==> src/pkg/core_regs_pkg.sv <==
// constants for the core register set and stack unit
package core_regs_pkg;
    localparam int DATA_W = 8;
    localparam int ADDR_W = 16;
    localparam logic [15:0] CORE_MODE_ADDR = 16'h003b;
    localparam int STACK_PAGE_BIT = 2;
    localparam logic [7:0] CORE_MODE_RESET = 8'h00;
    localparam logic [7:0] SP_RESET = 8'hff;
    localparam logic [7:0] STATUS_RESET = 8'h04;
    localparam int STATUS_I_BIT = 2;
    localparam int STATUS_B_BIT = 4;
    localparam int STATUS_T_BIT = 5;
    localparam logic [7:0] PAGE_ZERO = 8'h00;
    localparam logic [7:0] PAGE_ONE = 8'h01;
    localparam logic [15:0] PC_RESET = 16'h0000;

    typedef enum logic [2:0] {
        OP_NONE = 3'b000,
        OP_LOAD_A = 3'b001,
        OP_LOAD_X = 3'b010,
        OP_LOAD_Y = 3'b011,
        OP_LOAD_STATUS = 3'b100,
        OP_LOAD_SP = 3'b101
    } reg_op_e;

    typedef enum logic [1:0] {
        IDX_NONE = 2'b00,
        IDX_X = 2'b01,
        IDX_Y = 2'b10
    } index_sel_e;

    typedef enum logic [3:0] {
        INS_OTHER = 4'h0,
        INS_FAST_SET = 4'h1,
        INS_SHIFT_LEFT_WORD = 4'h2,
        INS_MULTIPLY = 4'h3,
        INS_DIVIDE = 4'h4,
        INS_WAIT = 4'h5,
        INS_STOP = 4'h6
    } ins_class_e;

    typedef enum logic [1:0] {
        ST_IDLE = 2'b00,
        ST_PUSH_PCH = 2'b01,
        ST_PUSH_PCL = 2'b10,
        ST_PUSH_PS = 2'b11
    } entry_state_e;
endpackage

==> src/verilog/core_regs.sv <==
// core register set with index address and stack address generation
//
// Overview of operation
// - 8-bit accumulator carrying data transfers.
// - two separate 8-bit index registers.
// - indexed effective address is operand plus selected index register.
// - with memory-to-memory flag set, first index register addresses second operand.
// - 8-bit stack pointer used on calls and interrupts.
// - call or interrupt entry saves return address on stack; only interrupt entry also saves status.
// - stack address low byte comes from the stack pointer.
// - page select 0 puts stack in zero page.
// - page select 1 puts stack in page one.
// - page select bit lives in a software-accessible zero-page control register.
// - fast-set and shift-left-word opcodes are not supported.
// - multiply, divide, wait and stop instructions are supported.
// - 16-bit program counter of high and low bytes.
// - interrupt disable flag reads 1 after reset.
// - control register sits at its fixed zero-page address.
`timescale 1ns/1ns
module core_regs
    import core_regs_pkg::*;
(
    input wire logic core_clk_i,
    input wire logic rst_i,
    input wire logic [2:0] reg_op_i,
    input wire logic [7:0] reg_data_i,
    input wire logic [15:0] pc_load_i,
    input wire logic pc_load_en_i,
    input wire logic pc_inc_i,
    input wire logic [1:0] index_sel_i,
    input wire logic [15:0] operand_i,
    input wire logic [3:0] ins_class_i,
    input wire logic call_i,
    input wire logic irq_entry_i,
    input wire logic brk_i,
    input wire logic push_i,
    input wire logic pop_i,
    input wire logic [7:0] push_data_i,
    input wire logic [7:0] mem_rdata_i,
    input wire logic sfr_wr_i,
    input wire logic [15:0] sfr_addr_i,
    input wire logic [7:0] sfr_wdata_i,
    output logic [7:0] acc_o,
    output logic [7:0] index_x_o,
    output logic [7:0] index_y_o,
    output logic [7:0] stack_ptr_o,
    output logic [7:0] status_o,
    output logic [7:0] program_counter_high_byte_o,
    output logic [7:0] program_counter_low_byte_o,
    output logic [7:0] core_mode_o,
    output logic [15:0] eff_addr_o,
    output logic [15:0] second_operand_addr_o,
    output logic [15:0] stack_addr_o,
    output logic stack_we_o,
    output logic stack_re_o,
    output logic [7:0] stack_wdata_o,
    output logic [7:0] pop_data_o,
    output logic entry_busy_o,
    output logic illegal_ins_o,
    output logic wait_o,
    output logic stop_o
);
    logic [7:0] acc_q;
    logic [7:0] index_x_q;
    logic [7:0] index_y_q;
    logic [7:0] sp_q;
    logic [7:0] sp_d;
    logic [7:0] status_q;
    logic [15:0] pc_q;
    logic [7:0] core_mode_q;
    logic [7:0] stack_page;
    entry_state_e entry_q;
    entry_state_e entry_d;
    logic [7:0] entry_status_q;
    logic [7:0] ins_pop_addr;
    logic stack_we_d;
    logic [7:0] stack_wdata_d;
    logic [7:0] index_val;
    logic [7:0] idx_d;
    reg_op_e op;
    index_sel_e isel;
    ins_class_e icls;

    assign op = reg_op_e'(reg_op_i);
    assign isel = index_sel_e'(index_sel_i);
    assign icls = ins_class_e'(ins_class_i);
    assign stack_page = core_mode_q[STACK_PAGE_BIT] ? PAGE_ONE : PAGE_ZERO;
    assign ins_pop_addr = sp_q + 8'h01;

    // data registers
    always_ff @(posedge core_clk_i) begin
        if (rst_i) begin
            acc_q <= 8'h00;
            index_x_q <= 8'h00;
            index_y_q <= 8'h00;
        end else begin
            if (op == OP_LOAD_A) begin
                acc_q <= reg_data_i;
            end
            if (op == OP_LOAD_X) begin
                index_x_q <= reg_data_i;
            end
            if (op == OP_LOAD_Y) begin
                index_y_q <= reg_data_i;
            end
        end
    end

    // status register; i set on interrupt entry
    always_ff @(posedge core_clk_i) begin
        if (rst_i) begin
            status_q <= STATUS_RESET;
        end else if (irq_entry_i && entry_q == ST_IDLE) begin
            status_q[STATUS_I_BIT] <= 1'b1;
        end else if (op == OP_LOAD_STATUS) begin
            status_q <= reg_data_i & ~(8'h01 << STATUS_B_BIT);
        end
    end

    // program counter
    always_ff @(posedge core_clk_i) begin
        if (rst_i) begin
            pc_q <= PC_RESET;
        end else if (pc_load_en_i) begin
            pc_q <= pc_load_i;
        end else if (pc_inc_i) begin
            pc_q <= pc_q + 16'h0001;
        end
    end

    // control register holding the stack page select
    always_ff @(posedge core_clk_i) begin
        if (rst_i) begin
            core_mode_q <= CORE_MODE_RESET;
        end else if (sfr_wr_i && sfr_addr_i == CORE_MODE_ADDR) begin
            core_mode_q <= sfr_wdata_i;
        end
    end

    // entry sequence: pch, pcl, then status on interrupt entry only, pushed in that order
    always_comb begin
        entry_d = entry_q;
        stack_we_d = 1'b0;
        stack_wdata_d = 8'h00;
        sp_d = sp_q;
        unique case (entry_q)
            ST_IDLE: begin
                if (call_i || irq_entry_i) begin
                    entry_d = ST_PUSH_PCH;
                end else if (push_i) begin
                    stack_we_d = 1'b1;
                    stack_wdata_d = push_data_i;
                    sp_d = sp_q - 8'h01;
                end else if (pop_i) begin
                    sp_d = ins_pop_addr;
                end else if (op == OP_LOAD_SP) begin
                    sp_d = reg_data_i;
                end
            end
            ST_PUSH_PCH: begin
                stack_we_d = 1'b1;
                stack_wdata_d = pc_q[15:8];
                sp_d = sp_q - 8'h01;
                entry_d = ST_PUSH_PCL;
            end
            ST_PUSH_PCL: begin
                stack_we_d = 1'b1;
                stack_wdata_d = pc_q[7:0];
                sp_d = sp_q - 8'h01;
                entry_d = entry_status_q[0] ? ST_PUSH_PS : ST_IDLE;
            end
            ST_PUSH_PS: begin
                stack_we_d = 1'b1;
                stack_wdata_d = status_q | (entry_status_q[1] ? 8'h10 : 8'h00);
                sp_d = sp_q - 8'h01;
                entry_d = ST_IDLE;
            end
        endcase
    end

    // bit0: push status (interrupt), bit1: break marker
    always_ff @(posedge core_clk_i) begin
        if (rst_i) begin
            entry_status_q <= 8'h00;
        end else if (entry_q == ST_IDLE) begin
            entry_status_q <= {6'h00, brk_i, irq_entry_i};
        end
    end

    always_ff @(posedge core_clk_i) begin
        if (rst_i) begin
            entry_q <= ST_IDLE;
            sp_q <= SP_RESET;
        end else begin
            entry_q <= entry_d;
            sp_q <= sp_d;
        end
    end

    // stack memory port, registered
    always_ff @(posedge core_clk_i) begin
        if (rst_i) begin
            stack_addr_o <= 16'h0000;
            stack_we_o <= 1'b0;
            stack_re_o <= 1'b0;
            stack_wdata_o <= 8'h00;
            pop_data_o <= 8'h00;
        end else begin
            stack_we_o <= stack_we_d;
            stack_wdata_o <= stack_wdata_d;
            stack_re_o <= pop_i && entry_q == ST_IDLE && !call_i && !irq_entry_i && !push_i;
            if (stack_we_d) begin
                stack_addr_o <= {stack_page, sp_q};
            end else begin
                stack_addr_o <= {stack_page, ins_pop_addr};
            end
            if (stack_re_o) begin
                pop_data_o <= mem_rdata_i;
            end
        end
    end

    // address generation
    always_comb begin
        unique case (isel)
            IDX_X: index_val = index_x_q;
            IDX_Y: index_val = index_y_q;
            default: index_val = 8'h00;
        endcase
        idx_d = index_val;
    end

    always_ff @(posedge core_clk_i) begin
        if (rst_i) begin
            eff_addr_o <= 16'h0000;
            second_operand_addr_o <= 16'h0000;
        end else begin
            eff_addr_o <= operand_i + {8'h00, idx_d};
            if (status_q[STATUS_T_BIT]) begin
                second_operand_addr_o <= {8'h00, index_x_q};
            end else begin
                second_operand_addr_o <= operand_i;
            end
        end
    end

    // instruction class decode
    always_ff @(posedge core_clk_i) begin
        if (rst_i) begin
            illegal_ins_o <= 1'b0;
            wait_o <= 1'b0;
            stop_o <= 1'b0;
        end else begin
            illegal_ins_o <= icls == INS_FAST_SET || icls == INS_SHIFT_LEFT_WORD;
            wait_o <= icls == INS_WAIT;
            stop_o <= icls == INS_STOP;
        end
    end

    // register views
    always_ff @(posedge core_clk_i) begin
        if (rst_i) begin
            acc_o <= 8'h00;
            index_x_o <= 8'h00;
            index_y_o <= 8'h00;
            stack_ptr_o <= SP_RESET;
            status_o <= STATUS_RESET;
            program_counter_high_byte_o <= PC_RESET[15:8];
            program_counter_low_byte_o <= PC_RESET[7:0];
            core_mode_o <= CORE_MODE_RESET;
            entry_busy_o <= 1'b0;
        end else begin
            acc_o <= acc_q;
            index_x_o <= index_x_q;
            index_y_o <= index_y_q;
            stack_ptr_o <= sp_q;
            status_o <= status_q;
            program_counter_high_byte_o <= pc_q[15:8];
            program_counter_low_byte_o <= pc_q[7:0];
            core_mode_o <= core_mode_q;
            entry_busy_o <= entry_q != ST_IDLE;
        end
    end
endmodule // core_regs
==> config.mk <==
export PLATFORM = sky130hd
export DESIGN_NAME = core_regs
export DESIGN_NICKNAME = d
export VERILOG_FILES = /design/src/pkg/core_regs_pkg.sv /design/src/verilog/core_regs.sv
export SDC_FILE = /design/constraint.sdc
export NUM_CORES = 1
export LEC_CHECK = 0
export BUFFER_PORTS_ARGS = -buffer_cell sky130_fd_sc_hd__buf_2
export CORE_UTILIZATION = 31
export DETAILED_ROUTE_END_ITERATION = 10
export PLACE_DENSITY = 0.65
export SETUP_SLACK_MARGIN = 0.02
export SYNTH_ARGS = -nofsm -noshare
export SYNTH_HDL_FRONTEND = slang
export SYNTH_SLANG_ARGS = --single-unit
==> constraint.sdc <==
create_clock -name core_clk_i -period 5.3 [get_ports core_clk_i]
set_input_delay 0.795 -clock core_clk_i [delete_from_list [all_inputs] [get_ports core_clk_i]]
set_output_delay 0.795 -clock core_clk_i [all_outputs]
set_load 0.03 [all_outputs]
==> impl_metrics.json <==
{
  "startpoint_type": "input pin",
  "finalCritPeriodShare_pct": 58.1,
  "finalWorstSetupSlack_ns": 2.22,
  "post_cts_resized": 0,
  "cts_sinks": 192,
  "antenna-diode-count": 0,
  "yosysWarningCount": 0,
  "finClkSkew_ns": 0.0106,
  "dp_slack_ns": 1.82,
  "grt_antenna_before_repair": 3,
  "rr_startpoint": "index_x_q[0]",
  "ios": 233,
  "drv_cap": 0,
  "port_buffers": 224,
  "synth_edf_count": 0,
  "hold_path_class": "reg2reg",
  "gr-max-usage-layer": "met2",
  "whs_path_depth": 2,
  "coreArea_um2": 24200,
  "grt_pass1_wl_mm": 32.0,
  "dieArea_um2": 25300,
  "met3_usage_pct": 3.72,
  "met1_usage_pct": 21.5,
  "tightest_slew_ns": 1.18,
  "critPathKind": "in2reg",
  "start_util_pct": 31.5,
  "cts_buffer_depth": 2,
  "fin_util_pct": 39.2,
  "drt_first_pass_iters": 4,
  "drc_errors": 0,
  "yosysSeqAreaShare_pct": 50.3,
  "total_power_mw": 3.24,
  "reg2reg_slack_ns": 2.64,
  "critPathCaptureType": "flop",
  "die_width_um": 159,
  "syn_area_per_cell_um2": 9.42,
  "vias": 6240,
  "finalSetupViolations": 0,
  "min_period_ns": 3.08,
  "final-hold-violation-count": 0,
  "fp-row-count": 57,
  "final_cell_mix": "223 x buf_2, 192 x dfxtp_1, 111 x nor2_1",
  "worstReg2RegEnd": "eff_addr_o[10]",
  "min_to": "entry_status_q[1]",
  "drv_slew": 0,
  "ir_drop_v": 0.000163,
  "grt_max_degree": 126,
  "async_flop_share_pct": 0,
  "wire_per_inst_um": 15.1,
  "dp_hpwl_mm": 14.4,
  "gp_congestion": 0.841,
  "clk_latency_ns": 0.43,
  "yosys_register_bits": 192,
  "grt_setup_unrepaired": "false",
  "synth_cell_types": 61,
  "postSynthCellCount": 812,
  "fin_nets": 1117,
  "power_density_nw_per_um2": 341,
  "cts_tree": "yes",
  "syn_area_um2": 7650,
  "ctsHoldBuffers": 0,
  "via_per_inst": 4.65,
  "final_common_cell": "buf_2",
  "crit_required_ns": 5.61,
  "detail-route-antenna-nets": 0,
  "routed_wl_mm": 20.2,
  "leakage_nw": 4.13,
  "gr-usage-met2_pct": 25.5,
  "hp-start": "entry_status_q[1]",
  "die_h_um": 159,
  "overflow": 0,
  "clk_pin_slew_ns": 0.07,
  "status": "completed",
  "crit_fanout": 8,
  "area_growth_pct": 24.2,
  "grt.total_usage_pct": 16.1,
  "worstPathArrival_ns": 3.39,
  "cts_setup_buffers": 0,
  "cts-root-buf": "clkbuf_16",
  "cts_buffers": 17,
  "relSlewSlack_pct": 21.2,
  "htree_levels": 4,
  "reg2regPathDepth": 10,
  "synthFlopType": "dfxtp_1",
  "fin_setup_tns_ns": 0,
  "max_freq_mhz": 325,
  "grt_pass1_vias": 5987,
  "drtIter0Drc": 407,
  "layout-drive-gt1-share_pct": 28.0
}
==> cell usage after synthesis (all sizes together) (11+ instances only) <==
library cell,count,area share [%]
dfxtp,192,50
nor2,111,5.4
nand4,11,0.90
nor2b,60,4.9
xnor2,16,1.8
o21ai,23,1.5
buf,22,1.8
a22oi,15,1.5
mux2i,50,6.5
clkbuf,39,1.9
nand2,51,2.5
or2,11,0.90
nand3,21,1.4
a21oi,42,2.8
xor2,18,2.1
ha,13,2.1
mux2,11,1.6
==> per-layer routing <==
layer,vias to the layer above,share of wire [%]
met1,2917,47
li1,3115,-
met3,22,5.5
met5,-,0.20
met4,6,1.1
met2,180,47
==> sequential cells by signal, summed over array words and instances (netlist names), 7 cells and up <==
signal / cells
index_x_o: 8
pop_data_o: 8
index_y_o: 8
core_mode_o: 8
pc_q: 16
acc_o: 8
stack_wdata_o: 8
status_q: 7
status_o: 7
acc_q: 8
stack_ptr_o: 8
stack_addr_o: 8
program_counter_low_byte_o: 8
sp_q: 8
index_x_q: 8
eff_addr_o: 16
core_mode_q: 8
program_counter_high_byte_o: 8
second_operand_addr_o: 16
index_y_q: 8
==> critical path, stage by stage <==
cell and delay (ns):
buf_2 0.11, inv_1 0.05, ha_1 0.28, a22oi_1 0.13, nor2_1 0.11, ha_1 0.20
inv_1 0.07, fa_1 0.41, nand2b_1 0.18, a21oi_1 0.26, o211ai_1 0.23, a21oi_1 0.23
mux2_2 0.34
==> report_power, final <==
part / leakage, nW / switching (mW) / internal (mW) / total [mW]
sequential: 1.57 / 0.0609 / 1.51 / 1.57
combinational: 2.30 / 0.288 / 0.167 / 0.455
clock: 0.262 / 0.589 / 0.626 / 1.21
total: 4.13 / 0.937 / 2.31 / 3.24
==> logic make-up after synthesis <==
family	count (synthesis)	share of synthesized area, %
DFF	192	50.3
other	1	0.0490
and+or+nand+nor	322	21.3
AOI/OAI and AO/OA	117	9.68
buffers and inverters	71	4.22
adders and majority gates	14	2.39
xor gates and xnor gates	34	3.89
muxes	61	8.16
==> worst max path at each step <==
stage | startpoint | slack [ns] | endpoint
CTS | index_sel_i[1] | 2.28 | eff_addr_o[10]
floorplan | index_sel_i[1] | 2.15 | eff_addr_o[10]
detailed placement | index_sel_i[1] | 1.82 | eff_addr_o[12]
finish | index_sel_i[1] | 2.22 | eff_addr_o[10]
global route | index_sel_i[0] | 2.06 | eff_addr_o[12]
global placement | index_sel_i[1] | 1.96 | eff_addr_o[14]
==> cell type report <==
class,count,area (um^2)
tap,324,405
multi-input combinational,556,3510
fill,2507,14800
sequential,192,3840
clock buffer,20,447
timing repair buffer,227,1150
clock inverter,12,98.8
inverter,10,37.5
==> through the flow <==
stage / hold slack [ns] / instances / instance area (um^2)
finish: 0.461 / 1341 / 9500
detailed placement: 0.450 / 1309 / 8950
CTS: 0.465 / 1341 / 9500
global route: 0.474 / 1341 / 9500
global placement: 0.443 / 1309 / 8950
floorplan: 0.433 / 819 / 7670
Power figures use the tool's default switching activity.
